==> config.mk <==
export PLATFORM = sky130hd
export DESIGN_NAME = rcc_top
export DESIGN_NICKNAME = d
export VERILOG_FILES = /design/src/rcc_pkg.sv /design/src/rcc_sync.sv /design/src/rcc_gain_dec.sv /design/src/rcc_top.sv
export SDC_FILE = /design/constraint.sdc
export NUM_CORES = 1
export LEC_CHECK = 0
export ABC_CLOCK_PERIOD_IN_PS = 2100
export BUFFER_PORTS_ARGS = -buffer_cell sky130_fd_sc_hd__buf_2
export CORE_MARGIN = 3
export CORE_UTILIZATION = 48
export CTS_CLUSTER_DIAMETER = 80
export DETAILED_ROUTE_END_ITERATION = 12
export PLACE_DENSITY = 0.87
export SKIP_LAST_GASP = 1
export SLEW_MARGIN = 20
export SYNTH_ARGS = -nofsm -noshare
export SYNTH_HDL_FRONTEND = slang
export SYNTH_SLANG_ARGS = --single-unit
==> constraint.sdc <==
create_clock -name aclk -period 2.1 [get_ports aclk]
set_input_delay 0.315 -clock aclk [delete_from_list [all_inputs] [get_ports aclk]]
set_output_delay 0.315 -clock aclk [all_outputs]
set_load 0.05 [all_outputs]
==> src/rcc_pkg.sv <==
// Notes on behaviour
// - reference runs only while the software enable bit is set
// - ready bit sets only after reference and amplifiers have settled
// - two independent gain stages, each selectable for 1x, 2x or 4x
// - two-bit field enables and sets converter-path gain stage
// - second two-bit field sets dac/comparator gain stage independently
// - rising enable bit 1 lets rising comparator edges set the flag
// - falling enable bit 0 lets falling comparator edges set the flag
// - inverting select: 0-3 inputs, 4-5 open, 6 buffer two, 7 ground
// - spare bits of select and edge registers ignore writes, read zero
package rcc_pkg;
    // ***********************************************************
    // register byte offsets
    // ***********************************************************
    localparam logic [7:0] REF_CTRL_OFS = 8'h00;
    localparam logic [7:0] EDGE_CTRL_OFS = 8'h04;
    localparam logic [7:0] INV_CHAN_OFS = 8'h08;
    localparam logic [7:0] IRQ_STAT_OFS = 8'h0C;
    localparam logic [7:0] IRQ_EN_OFS = 8'h10;
    localparam logic [7:0] IRQ_CLR_OFS = 8'h14;
    localparam logic [7:0] CMP_STAT_OFS = 8'h18;
    // ***********************************************************
    // reference control fields
    // ***********************************************************
    localparam int REF_EN_BIT = 7;
    localparam int REF_RDY_BIT = 6;
    localparam int DAC_GAIN_LSB = 2;
    localparam int ADC_GAIN_LSB = 0;
    localparam int RISE_EN_BIT = 1;
    localparam int FALL_EN_BIT = 0;
    localparam logic [1:0] GAIN_OFF = 2'h0;
    localparam logic [1:0] GAIN_X1 = 2'h1;
    localparam logic [1:0] GAIN_X2 = 2'h2;
    localparam logic [1:0] GAIN_X4 = 2'h3;
    // ***********************************************************
    // reset values and settling time
    // ***********************************************************
    localparam logic [7:0] REG_RESET = 8'h00;
    localparam int CLK_MHZ = 100;
    localparam int SETTLE_US = 25;
    localparam int SETTLE_CYCLES = SETTLE_US * CLK_MHZ;
    // ***********************************************************
    // inverting input routes
    // ***********************************************************
    typedef enum logic [2:0] {
        INV_INPUT_ZERO = 3'b000,
        INV_INPUT_ONE = 3'b001,
        INV_INPUT_TWO = 3'b010,
        INV_INPUT_THREE = 3'b011,
        INV_OPEN_A = 3'b100,
        INV_OPEN_B = 3'b101,
        INV_REF_BUFFER_TWO = 3'b110,
        INV_GROUND = 3'b111
    } rcc_inv_sel_type;
endpackage

==> src/rcc_sync.sv <==
// two-flop synchroniser for the asynchronous comparator output
module rcc_sync (
    input wire logic aclk, // system clock
    input wire logic aresetn, // synchronous reset, active low
    input wire logic din, // asynchronous level
    output logic dout // synchronised level
);
    logic meta_reg;
    // first flop is read only by the second
    always_ff @(posedge aclk) begin
        if (!aresetn) begin
            meta_reg <= 1'b0;
            dout <= 1'b0;
        end else begin
            meta_reg <= din;
            dout <= meta_reg;
        end
    end
endmodule // rcc_sync

==> src/rcc_gain_dec.sv <==
// decodes one two-bit gain field into stage enable and one-hot gain
module rcc_gain_dec (
    input wire logic [1:0] code, // gain field
    output logic enable, // stage powered
    output logic [2:0] gain_onehot // bit0 1x, bit1 2x, bit2 4x
);
    // code 00 leaves the stage off and no gain selected
    assign enable = (code != rcc_pkg::GAIN_OFF);
    assign gain_onehot[0] = (code == rcc_pkg::GAIN_X1);
    assign gain_onehot[1] = (code == rcc_pkg::GAIN_X2);
    assign gain_onehot[2] = (code == rcc_pkg::GAIN_X4);
endmodule // rcc_gain_dec

==> src/rcc_top.sv <==
// reference and comparator control with an axi4-lite register slave
module rcc_top #(
    parameter int SETTLE_CYCLES = rcc_pkg::SETTLE_CYCLES // settle count
) (
    input wire logic aclk, // 100 MHz clock
    input wire logic aresetn, // synchronous reset, active low
    input wire logic [7:0] s_axi_awaddr, // write address
    input wire logic s_axi_awvalid, // write address valid
    output logic s_axi_awready, // write address ready
    input wire logic [31:0] s_axi_wdata, // write data
    input wire logic [3:0] s_axi_wstrb, // write strobes
    input wire logic s_axi_wvalid, // write data valid
    output logic s_axi_wready, // write data ready
    output logic [1:0] s_axi_bresp, // write response
    output logic s_axi_bvalid, // write response valid
    input wire logic s_axi_bready, // write response ready
    input wire logic [7:0] s_axi_araddr, // read address
    input wire logic s_axi_arvalid, // read address valid
    output logic s_axi_arready, // read address ready
    output logic [31:0] s_axi_rdata, // read data
    output logic [1:0] s_axi_rresp, // read response
    output logic s_axi_rvalid, // read valid
    input wire logic s_axi_rready, // read ready
    input wire logic cmp_output, // raw comparator output, async
    output logic fixed_reference_en, // reference powered
    output logic adc_stage_en, // converter gain stage on
    output logic [2:0] adc_gain_onehot, // converter gain 1x/2x/4x
    output logic dac_stage_en, // dac/comparator stage on
    output logic [2:0] dac_gain_onehot, // dac/comparator gain 1x/2x/4x
    output logic [3:0] inv_input_route, // one-hot inputs zero..three
    output logic inv_ref_buffer_two, // route buffer two
    output logic inv_ground, // route ground
    output logic irq // level interrupt
);
    // ***********************************************************
    // registers
    // ***********************************************************
    // counter wide enough to hold the settle count itself
    localparam int CW = $clog2(SETTLE_CYCLES + 1);
    logic ref_en_reg;
    logic [1:0] adc_ref_gain_sel_reg;
    logic [1:0] dac_cmp_ref_gain_sel_reg;
    logic ready_reg;
    logic [CW-1:0] settle_cnt_reg;
    logic rise_irq_en_reg;
    logic fall_irq_en_reg;
    logic [2:0] inv_input_sel_reg;
    logic cmp_irq_flag_reg;
    logic cmp_irq_en_reg;
    logic cmp_prev_reg;
    logic aw_full_reg;
    logic [7:0] aw_addr_reg;
    logic w_full_reg;
    logic [31:0] w_data_reg;
    logic [3:0] w_strb_reg;
    logic cmp_sync;

    // the comparator output is asynchronous to aclk; nothing but the
    // first synchroniser flop may look at it
    rcc_sync u_sync (
        .aclk(aclk),
        .aresetn(aresetn),
        .din(cmp_output),
        .dout(cmp_sync)
    );

    // ***********************************************************
    // write channel: address and data accepted in either order
    // ***********************************************************
    // only byte lane 0 carries register bits; other lanes are ignored
    // writes to read-only or unmapped words answer slverr, change nothing
    wire aw_take = s_axi_awvalid && s_axi_awready;
    wire w_take = s_axi_wvalid && s_axi_wready;
    wire wr_fire = aw_full_reg && w_full_reg && !s_axi_bvalid;
    wire lane0 = w_strb_reg[0];
    wire [7:0] wbyte = w_data_reg[7:0];
    wire wr_ref = wr_fire && lane0 && (aw_addr_reg == rcc_pkg::REF_CTRL_OFS);
    wire wr_edge = wr_fire && lane0
        && (aw_addr_reg == rcc_pkg::EDGE_CTRL_OFS);
    wire wr_chan = wr_fire && lane0 && (aw_addr_reg == rcc_pkg::INV_CHAN_OFS);
    wire wr_en = wr_fire && lane0 && (aw_addr_reg == rcc_pkg::IRQ_EN_OFS);
    wire wr_clr = wr_fire && lane0 && (aw_addr_reg == rcc_pkg::IRQ_CLR_OFS)
        && wbyte[0];
    wire wr_known = (aw_addr_reg == rcc_pkg::REF_CTRL_OFS)
        || (aw_addr_reg == rcc_pkg::EDGE_CTRL_OFS)
        || (aw_addr_reg == rcc_pkg::INV_CHAN_OFS)
        || (aw_addr_reg == rcc_pkg::IRQ_EN_OFS)
        || (aw_addr_reg == rcc_pkg::IRQ_CLR_OFS);

    // holding slots drop ready so the master stalls until the response
    always_ff @(posedge aclk) begin
        if (!aresetn) begin
            aw_full_reg <= 1'b0;
            aw_addr_reg <= 8'h00;
            w_full_reg <= 1'b0;
            w_data_reg <= 32'h0000_0000;
            w_strb_reg <= 4'h0;
            s_axi_bvalid <= 1'b0;
            s_axi_bresp <= 2'h0;
        end else begin
            if (aw_take) begin
                aw_full_reg <= 1'b1;
                aw_addr_reg <= {s_axi_awaddr[7:2], 2'b00};
            end
            if (w_take) begin
                w_full_reg <= 1'b1;
                w_data_reg <= s_axi_wdata;
                w_strb_reg <= s_axi_wstrb;
            end
            if (wr_fire) begin
                aw_full_reg <= 1'b0;
                w_full_reg <= 1'b0;
                s_axi_bvalid <= 1'b1;
                s_axi_bresp <= wr_known ? 2'h0 : 2'h2; // slverr if read-only or unmapped
            end else if (s_axi_bvalid && s_axi_bready) begin
                s_axi_bvalid <= 1'b0;
            end
        end
    end

    // ready outputs registered: high while the slot is empty
    // a slot reopens in the same cycle its response is issued
    always_ff @(posedge aclk) begin
        if (!aresetn) begin
            s_axi_awready <= 1'b0;
            s_axi_wready <= 1'b0;
        end else begin
            s_axi_awready <= !(aw_full_reg || aw_take) || wr_fire;
            s_axi_wready <= !(w_full_reg || w_take) || wr_fire;
        end
    end

    // ***********************************************************
    // control registers
    // ***********************************************************
    // upper bits of edge and channel registers are never stored
    // one reference write sets enable and both gain fields together
    always_ff @(posedge aclk) begin
        if (!aresetn) begin
            ref_en_reg <= 1'b0;
            adc_ref_gain_sel_reg <= 2'h0;
            dac_cmp_ref_gain_sel_reg <= 2'h0;
            rise_irq_en_reg <= 1'b0;
            fall_irq_en_reg <= 1'b0;
            inv_input_sel_reg <= 3'h0;
            cmp_irq_en_reg <= 1'b0;
        end else begin
            if (wr_ref) begin
                ref_en_reg <= wbyte[rcc_pkg::REF_EN_BIT];
                adc_ref_gain_sel_reg <= wbyte[1:0];
                dac_cmp_ref_gain_sel_reg <= wbyte[3:2];
            end
            if (wr_edge) begin
                rise_irq_en_reg <= wbyte[rcc_pkg::RISE_EN_BIT];
                fall_irq_en_reg <= wbyte[rcc_pkg::FALL_EN_BIT];
            end
            if (wr_chan) begin
                inv_input_sel_reg <= wbyte[2:0];
            end
            if (wr_en) begin
                cmp_irq_en_reg <= wbyte[0];
            end
        end
    end

    // ***********************************************************
    // settling timer and ready
    // ***********************************************************
    // the analog settle is not observable, so a fixed count stands in
    // limitation: the count assumes the clock rate in the package
    // ready restarts from zero each time the enable bit is set again
    always_ff @(posedge aclk) begin
        if (!aresetn || !ref_en_reg) begin
            settle_cnt_reg <= '0;
            ready_reg <= 1'b0;
        end else if (!ready_reg) begin
            if (settle_cnt_reg == CW'(SETTLE_CYCLES - 1)) begin
                ready_reg <= 1'b1;
            end else begin
                settle_cnt_reg <= settle_cnt_reg + 1'b1;
            end
        end
    end

    // ***********************************************************
    // comparator edge detect and sticky flag
    // ***********************************************************
    wire rise_evt = cmp_sync && !cmp_prev_reg && rise_irq_en_reg;
    wire fall_evt = !cmp_sync && cmp_prev_reg && fall_irq_en_reg;
    // prev flop resets low, the comparator's idle level: no false edge
    // an edge in the clearing cycle wins over the clear
    always_ff @(posedge aclk) begin
        if (!aresetn) begin
            cmp_prev_reg <= 1'b0;
            cmp_irq_flag_reg <= 1'b0;
        end else begin
            cmp_prev_reg <= cmp_sync;
            if (rise_evt || fall_evt) begin
                cmp_irq_flag_reg <= 1'b1;
            end else if (wr_clr) begin
                cmp_irq_flag_reg <= 1'b0;
            end
        end
    end

    // ***********************************************************
    // read channel
    // ***********************************************************
    wire [7:0] rd_addr = {s_axi_araddr[7:2], 2'b00};
    // ready masked by enable: the ready flop clears one cycle late
    wire ready_rd = ready_reg && ref_en_reg;
    wire [7:0] ref_rd = {ref_en_reg, ready_rd, 2'b00,
        dac_cmp_ref_gain_sel_reg, adc_ref_gain_sel_reg};
    wire [7:0] edge_rd = {6'h00, rise_irq_en_reg, fall_irq_en_reg};
    wire [7:0] chan_rd = {5'h00, inv_input_sel_reg};
    wire [7:0] stat_rd = {7'h00, cmp_irq_flag_reg};
    wire [7:0] en_rd = {7'h00, cmp_irq_en_reg};
    wire [7:0] cmp_rd = {7'h00, cmp_sync};
    wire rd_hit_ref = rd_addr == rcc_pkg::REF_CTRL_OFS;
    wire rd_hit_edge = rd_addr == rcc_pkg::EDGE_CTRL_OFS;
    wire rd_hit_chan = rd_addr == rcc_pkg::INV_CHAN_OFS;
    wire rd_hit_stat = rd_addr == rcc_pkg::IRQ_STAT_OFS;
    wire rd_hit_en = rd_addr == rcc_pkg::IRQ_EN_OFS;
    wire rd_hit_clr = rd_addr == rcc_pkg::IRQ_CLR_OFS;
    wire rd_hit_cmp = rd_addr == rcc_pkg::CMP_STAT_OFS;
    wire rd_known = rd_hit_ref || rd_hit_edge || rd_hit_chan || rd_hit_stat
        || rd_hit_en || rd_hit_clr || rd_hit_cmp;
    wire [7:0] rd_byte = rd_hit_ref ? ref_rd
        : rd_hit_edge ? edge_rd
        : rd_hit_chan ? chan_rd
        : rd_hit_stat ? stat_rd
        : rd_hit_en ? en_rd
        : rd_hit_cmp ? cmp_rd
        : 8'h00;
    wire ar_take = s_axi_arvalid && s_axi_arready;

    // one read at a time: arready low while a response is pending
    // data is captured when the address is taken, so it stands
    // unchanged until rready whatever the flags do meanwhile
    always_ff @(posedge aclk) begin
        if (!aresetn) begin
            s_axi_arready <= 1'b0;
            s_axi_rvalid <= 1'b0;
            s_axi_rdata <= 32'h0000_0000;
            s_axi_rresp <= 2'h0;
        end else begin
            s_axi_arready <= !s_axi_rvalid && !ar_take
                || (s_axi_rvalid && s_axi_rready);
            if (ar_take) begin
                s_axi_rvalid <= 1'b1;
                s_axi_rdata <= {24'h000000, rd_byte};
                s_axi_rresp <= rd_known ? 2'h0 : 2'h2;
            end else if (s_axi_rvalid && s_axi_rready) begin
                s_axi_rvalid <= 1'b0;
            end
        end
    end

    // ***********************************************************
    // analog control outputs
    // ***********************************************************
    logic adc_en_w;
    logic dac_en_w;
    logic [2:0] adc_oh_w;
    logic [2:0] dac_oh_w;
    rcc_gain_dec u_adc_gain (
        .code(adc_ref_gain_sel_reg),
        .enable(adc_en_w),
        .gain_onehot(adc_oh_w)
    );
    rcc_gain_dec u_dac_gain (
        .code(dac_cmp_ref_gain_sel_reg),
        .enable(dac_en_w),
        .gain_onehot(dac_oh_w)
    );
    wire [2:0] sel = inv_input_sel_reg;
    wire [3:0] route_w = (sel[2] == 1'b0) ? (4'h1 << sel[1:0]) : 4'h0;

    // registered so each output comes straight from a flop
    // each output lags its register by one cycle
    // codes 100 and 101 leave every inverting route open
    always_ff @(posedge aclk) begin
        if (!aresetn) begin
            fixed_reference_en <= 1'b0;
            adc_stage_en <= 1'b0;
            adc_gain_onehot <= 3'h0;
            dac_stage_en <= 1'b0;
            dac_gain_onehot <= 3'h0;
            inv_input_route <= 4'h0;
            inv_ref_buffer_two <= 1'b0;
            inv_ground <= 1'b0;
            irq <= 1'b0;
        end else begin
            fixed_reference_en <= ref_en_reg;
            adc_stage_en <= adc_en_w;
            adc_gain_onehot <= adc_oh_w;
            dac_stage_en <= dac_en_w;
            dac_gain_onehot <= dac_oh_w;
            inv_input_route <= route_w;
            inv_ref_buffer_two <= (sel == rcc_pkg::INV_REF_BUFFER_TWO);
            inv_ground <= (sel == rcc_pkg::INV_GROUND);
            irq <= cmp_irq_flag_reg && cmp_irq_en_reg;
        end
    end
endmodule // rcc_top

# Word level (Yosys, flattened, before mapping)
# Cells that the tools add are included.
# classes
n_reduce_logical,57
add_sub_neg,1
shifts,1
mux,16
n_bitwise,3
n_eq_ne,19
# ops
operator,count
$eq 6x3->1 const B,5
$logic_and 1x1->1,21
$eq 6x2->1 const B,3
$logic_or 1x1->1,17
$logic_not 8->1,2
$add 12x1->12 const B,1
$eq 12x12->1 const B,1
$eq 6x1->1 const B,2
$mux 1,11
$reduce_bool 2->1,5
$logic_not 1->1,9
$eq 2x2->1 const B,4
$mux 8,1
$eq 3x3->1 const B,2
$mux 3,2
$eq 2x1->1 const B,2
$mux 2,2
$reduce_or 2->1,2
$shl 1x2->4 const A,1
$not 1->1,3
$reduce_and 2->1,1
# word_totals
register_bits,78
wordCells,132
output_inout_bits,57

# Depth between registers and ports, before layout
# Gate-level depths: netlist of run 1.
# depth
word_depth,8
depth_mapped,5
ltp_nobuf,5

# Modules after synthesis
# Synthesis of run 1 repeated with hierarchy kept, for this count alone.
# unflattened
hier_cells,331
hier_area_um2,3059.2
# by_module_without_submodules
mod,area_each_um2,n_inst,cells_each
rcc_top,2949.1,1,319
rcc_gain_dec,28.8,2,4
rcc_sync,52.6,1,4

# Least setup slack after synthesis of run 1
# No wires, ideal clock.
# synth_path
kind,reg2reg
from,reg s_axi_arready
to,reg s_axi_rdata[3]
slack_ns,0.207
t_arrival_ns,1.823
path_stages_with_launch,5
period_less_slack_ns,1.893
t_required_ns,2.030
n_path_buf,0
path_cell_list,dfxtp_1 -> nand2_2 -> or3_4 -> or4b_1 -> a21oi_1
# synth_between
elab_chain_cells,1
# synth_lines
item,line,source
start: declaration,rcc_top.sv:19,"output logic s_axi_arready,"
start signal: assignment,rcc_top.sv:247,s_axi_arready <= !s_axi_rvalid && !ar_take
$logic_and 1x1->1,rcc_top.sv:235,wire ar_take = s_axi_arvalid && s_axi_arready;
end signal: assignment,rcc_top.sv:251,"s_axi_rdata <= {24'h000000, rd_byte};"
end: declaration,rcc_top.sv:20,"output logic [31:0] s_axi_rdata,"
# Every way passes these cells.
# A chain may end at the register's enable or synchronous reset.

# Final worst setup path of run 1
# layout_path
from,reg s_axi_bvalid
to,reg dac_cmp_ref_gain_sel_reg[0]
# layout_between
elab_chain_cells,4
# layout_lines
item,line,source
start: declaration,rcc_top.sv:15,"output logic s_axi_bvalid,"
start signal: assignment,rcc_top.sv:98,s_axi_bvalid <= 1'b0;
start signal: assignment,rcc_top.sv:113,s_axi_bvalid <= 1'b1;
start signal: assignment,rcc_top.sv:116,s_axi_bvalid <= 1'b0;
$logic_not 1->1,rcc_top.sv:74,wire wr_fire = aw_full_reg && w_full_reg && !s_axi_bvalid;
$logic_and 1x1->1,rcc_top.sv:74,
$logic_and 1x1->1 (2 in a row),rcc_top.sv:77,wire wr_ref = wr_fire && lane0 && (aw_addr_reg == rcc_pkg::REF_CTRL_OFS);
end signal: assignment,rcc_top.sv:151,dac_cmp_ref_gain_sel_reg <= wbyte[3:2];
end: declaration,rcc_top.sv:42,logic [1:0] dac_cmp_ref_gain_sel_reg;
# Every way passes these cells.

==> run metrics, run 1 <==
HP Start cmp_output; P_leak 1.422 nW; RSZ-0062 raised after global routing no; gr usage total 0.1730; Ports 117; critical path's slowest cell nor4b_1; Clock Sinks 71; area share of fa/ha/maj cells after synthesis 0.004390; Final period util 0.8710; Syn Inst Count 314; final setup violating endpoints 0; worst-skew pair later-pin latency 0.35 ns; Die Area 0.006899 mm^2; Final Total Pwr 2.765 mW; FF+latch count, synth 71; ys flop type dfxtp_1; top cells by area, synth dfxtp_1 (50%), buf_4 (7.4%), mux2i_1 (4.9%); total CTS buffers 9; Clock Tree Buf Depth 2; CTS tree built; clock skew 0.007554 ns; post-layout util 0.5846; layout cells sized above 1 0.2063; post-synthesis xor/xnor area fraction 0.02458; Worst EP arrival 2.06 ns; H-tree Lvls 3; Hold Buf Count CTS 0; initial antenna violation count 0; Final #Nets 434; Iteration-0 DRC Markers 101; max FFs per register 12; Distinct cells, synth 42; ANT cells 0; simple-gate share of the synthesized area 0.2335; Synth area leader dfxtp_1; Critical path origin s_axi_bvalid; Critical Path RT 2.33 ns; GPL Wtd Cong 0.8415; CP Class register to register; Layout area overhead 15.72%; fillers 492; Worst Setup Start Kind register; Resized Gates After CTS 0; pin count of the biggest net entering global routing 21; VDD IR max 832.4 uV; status finished, final reports clean; largest family of logic cells by synthesized area simple AND/OR/NAND/NOR gates; die width 83.06 um; CTS root buf clkbuf_8; Ys Warns 0; Period minus WS final 1.829 ns; crit-path cells nand3b_1 > nor4b_1 > nand2_1 > mux2i_1; CP Capture Type register; Post-DP HPWL 4223 um; setup TNS 0 ns; vias in the first global route 2240; Syn Std Cell Area 0.002850 mm^2; Max stage delay on crit path 0.56 ns; Synth async-reset ratio 0; Starting Density 0.5052; TritonRoute pass-1 iters 4; WL final 5707 um; Vias/cell 5.084; clock transition at the registers of the reported paths 0.08 ns; Compound-Gate Fraction of Synth Area 0.09482; postcts setup bufs 0; Slew @ Worst Pin 0.5691 ns; worst min path class input pin to register; first-pass GRT wire length 9832 um; std cell rows 27; synthesized area per cell 9.077 um^2; Max-Cap Viols 0; # port buffers 54; Rel. slew slack 0.6153; Final ANT Viol Nets 0; Overflow after GRT 0; Die Ht 83.06 um; Crit Path Max Fanout 7; DR WL/cell 12.68 um; Core Box Area 0.005642 mm^2; DRC Markers 0; EDFF count, synth 0; sequential share of the synthesized area 0.4987; Worst R2R Setup Slack 0.27 ns; vias 2288; final hold violations 0; RR Startpoint s_axi_bvalid; mux cell area share after synthesis 0.04917; Max Fclk 0.5467 GHz; PD cells 838.4 mW/mm^2; max-slew violations 0; share of the synthesized area in the top cell type 0.4987
==> worst max-delay path: cells and delay by family (launching register included) <==
family | cells | cell delay [ns]
multiplexers | 1 | 0.19
flip-flops | 1 | 0.35
AND/OR/NAND/NOR | 3 | 1.17
==> layout by cell type (no fill, tap or decap), types with 3 or more instances in the layout <==
cell type,instances
nand3_1,20
nor4_1,4
nand3b_1,5
nor3_1,10
buf_4,3
a21oi_1,26
o21ai_0,7
clkbuf_8,9
conb_1,28
inv_1,7
dfxtp_1,71
nand2_1,36
xnor2_1,6
and2_1,4
a31oi_1,4
mux2i_1,14
and3_1,4
nor2_1,23
buf_2,54
nand2b_1,7
==> Yosys cell counts, drive strengths merged, types with 2 or more instances <==
cell / count
a21oi: 26
a31oi: 4
and2: 4
and3: 4
buf: 29
clkbuf: 7
dfxtp: 71
inv: 7
mux2i: 14
nand2: 37
nand2b: 7
nand3: 20
nand3b: 5
nand4: 2
nand4b: 2
nor2: 23
nor2b: 2
nor3: 10
nor4: 4
nor4bb: 2
o21ai: 7
or3: 5
xnor2: 6
xor2: 2
==> layer usage <==
layer  vias up  share of wire  global-route usage
met4         0         0.0095             0.06538
met5         -              0                   0
met3         6          0.063             0.06448
met1      1069           0.43              0.1924
li1       1145              -                   -
met2        68           0.50              0.2996
==> power by group <==
| group | switching [mW] | internal (mW) | leakage (nW) |
|---|---|---|---|
| Combinational | 0.218 | 0.0585 | 0.749 |
| Clock | 0.531 | 0.559 | 0.0964 |
| Sequential | 0.0251 | 1.37 | 0.576 |
==> path summary, 6_finish.rpt <==
kind / depth (start not counted) / endpoint
max reg2reg: 4 / dac_cmp_ref_gain_sel_reg[0]
min reg2reg: 1 / u_sync.dout
max: 4 / dac_cmp_ref_gain_sel_reg[0]
min: 2 / u_sync.meta_reg
==> stage by stage <==
stage,hold slack [ns],cell area (um^2),cells,setup slack [ns]
2_1_floorplan,0.4119,2952,341,0.2066
3_3_place_gp,0.4139,3094,434,0.2139
3_5_place_dp,0.4185,3094,434,0.2104
4_1_cts,0.1580,3298,450,0.2940
5_1_grt,0.1654,3298,450,0.1167
6_report,0.1700,3298,450,0.2708
==> final cells by class <==
cell class,instances,area [um^2],area share
timing repair buffer,57,292.8,0.08877
clock inverter,7,80.08,0.02428
sequential,71,1421,0.4310
inverter,7,26.28,0.007967
clock buffer,9,123.9,0.03756
tap,72,90.09,0.02731
multi-input combinational,227,1264,0.3832
==> kinds of logic after synthesis <==
kind of cell / Yosys count
DFF: 71
other: 1
AOI/OAI and AO/OA: 46
adders and majority gates: 1
muxes: 14
buffers and inverters: 43
xor gates and xnor gates: 8
and+or+nand+nor: 130
No activity file was read; power rests on OpenSTA's default activity.
==> run 2: changes to the inputs <==
--- a/config.mk
+++ b/config.mk
@@ -7,11 +7,13 @@
 export LEC_CHECK = 0
 export ABC_CLOCK_PERIOD_IN_PS = 2100
 export BUFFER_PORTS_ARGS = -buffer_cell sky130_fd_sc_hd__buf_2
+export CELL_PAD_IN_SITES_DETAIL_PLACEMENT = 0
+export CELL_PAD_IN_SITES_GLOBAL_PLACEMENT = 2
 export CORE_MARGIN = 3
-export CORE_UTILIZATION = 48
+export CORE_UTILIZATION = 27
 export CTS_CLUSTER_DIAMETER = 80
 export DETAILED_ROUTE_END_ITERATION = 12
-export PLACE_DENSITY = 0.87
+export PLACE_DENSITY = 0.86
 export SKIP_LAST_GASP = 1
 export SLEW_MARGIN = 20
 export SYNTH_ARGS = -nofsm -noshare
==> run 2 against run 1 <==
  * Maximum frequency up 12%
  * Design area up 3.0%
  * Global-route usage down 6.3 points
  * Worst setup slack better by 0.20 ns
  * Clock power up 10%
  * Critical endpoint is now adc_ref_gain_sel_reg[1]
  * Largest cell class unchanged
  * Largest power group unchanged
==> run metrics, run 2 (synthesis results as in run 1) <==
Period minus WS final 1.628 ns; crit-path cells nand3b_1 > nor4b_1 > nand2_1 > mux2i_1; Max-Cap Viols 0; layout cells sized above 1 0.2084; worst setup margin 0.4720 ns; Post-DP HPWL 4684 um; total CTS buffers 9; Final period util 0.7752; status finished, final reports clean; first-pass GRT wire length 10050 um; final setup violating endpoints 0; Critical Path RT 2.32 ns; Placed Area 0.003178 mm^2; # port buffers 54; initial antenna violation count 0; CTS tree built; vias 2218; Crit Path Max Fanout 5; Max stage delay on crit path 0.46 ns; Ports 117; Sw Pwr 0.7670 mW; H-tree Lvls 3; Worst EP arrival 1.85 ns; Finished Layout Cells 512; vias in the first global route 2009; Final Total Pwr 2.871 mW; Starting Density 0.2850; GPL Wtd Cong 0.7648; P_leak 1.443 nW; Logic pwr share 0.097; max-slew violations 0; VDD IR max 300.6 uV; DR WL/cell 12.24 um; Overflow after GRT 0; Sequential Area 0.001421 mm^2; Worst Setup Start Kind register; PD cells 844.9 mW/mm^2; Worst Path Buf+Inv 0; sequential power share 0.487; most frequent cells in the layout dfxtp_1 (71), buf_2 (54), nand2_1 (36), conb_1 (28), a21oi_1 (26); Rel. slew slack 0.6601; pin count of the biggest net entering global routing 20; Slew @ Worst Pin 0.5028 ns; # placed instances 496; Hold Buf Count CTS 0; gr usage total 0.1101; Resized Gates After CTS 0; Final #Nets 435; final hold violations 0; clock skew 0.01276 ns; fillers 1086; commonest non-fill, non-tap cell in the layout dfxtp_1; design area 0.003398 mm^2; Die Ht 108.7 um; clock power share 0.416; Layout area overhead 19.23%; std cell rows 36; Final ANT Viol Nets 0; Vias/cell 4.332; pre-CTS setup slack 0.2315 ns; max FFs per register 12; area of the multi-input gates 0.001264 mm^2; CP Class register to register; clock transition at the registers of the reported paths 0.08 ns; CTS root buf clkbuf_8; Sw Share 0.2671; Core Box Area 0.01000 mm^2; DRC Markers 0; die width 108.7 um; TritonRoute pass-1 iters 4; worst min path class input pin to register; RSZ-0062 raised after global routing no; Iteration-0 DRC Markers 70; Max Fclk 0.6142 GHz; Die Area 0.01183 mm^2; CP Capture Type register; ANT cells 0; top cell family by delay on the critical path simple AND/OR/NAND/NOR gates; critical path's slowest cell nor4b_1; Int Pwr 2.104 mW; Clock Sinks 71; Clock Tree Buf Depth 2; worst-skew pair later-pin latency 0.35 ns; setup TNS 0 ns; postcts setup bufs 0; WL final 6266 um
## run 2: worst reg2reg max path, stage by stage, from the launching register on
cell and delay (ns):
dfxtp_1 0.35, nand3b_1 0.18, nor4b_1 0.46, nand2_1 0.32, mux2i_1 0.19
## run 2: path summary, 6_finish.rpt
check             cells after the start  slack [ns]            start                      end
setup reg to reg                      4        0.47     s_axi_bvalid  adc_ref_gain_sel_reg[1]
setup / recovery                      4        0.47     s_axi_bvalid  adc_ref_gain_sel_reg[1]
hold / removal                        2        0.19       cmp_output          u_sync.meta_reg
hold reg to reg                       1        0.44  u_sync.meta_reg              u_sync.dout
## run 2: area by class of cell
cell class                 instances  share of cell area
clock inverter                     7             0.02835
timing repair buffer              58             0.08837
multi-input combinational        227              0.3719
sequential                        71              0.4183
clock buffer                       9             0.03645
tap                              133             0.04897
inverter                           7            0.007732
## run 2: metrics by stage
step / utilization / hold slack, ns
after floorplan: - / 0.4119
after global placement: 0.3178 / 0.4172
after detailed placement: 0.3178 / 0.4234
after CTS: 0.3398 / 0.1745
after global routing: 0.3398 / 0.1878
final: 0.3398 / 0.1880
## run 2: metal layers
metal	routed length (um)	up-vias	track usage
met5	0	-	0
met4	85	0	0.03787
met3	398	6	0.04559
met2	2783	60	0.1699
met1	2999	999	0.1387
li1	-	1153	-
## run 2: power groups by stage
stage | combinational, mW | clock (mW) | sequential (mW)
floorplan | 0.223 | 0 | 1.46
global placement | 0.278 | 0 | 1.43
detailed placement | 0.279 | 0 | 1.43
CTS | 0.280 | 1.23 | 1.40
global route | 0.298 | 1.30 | 1.40
finish | 0.279 | 1.20 | 1.40
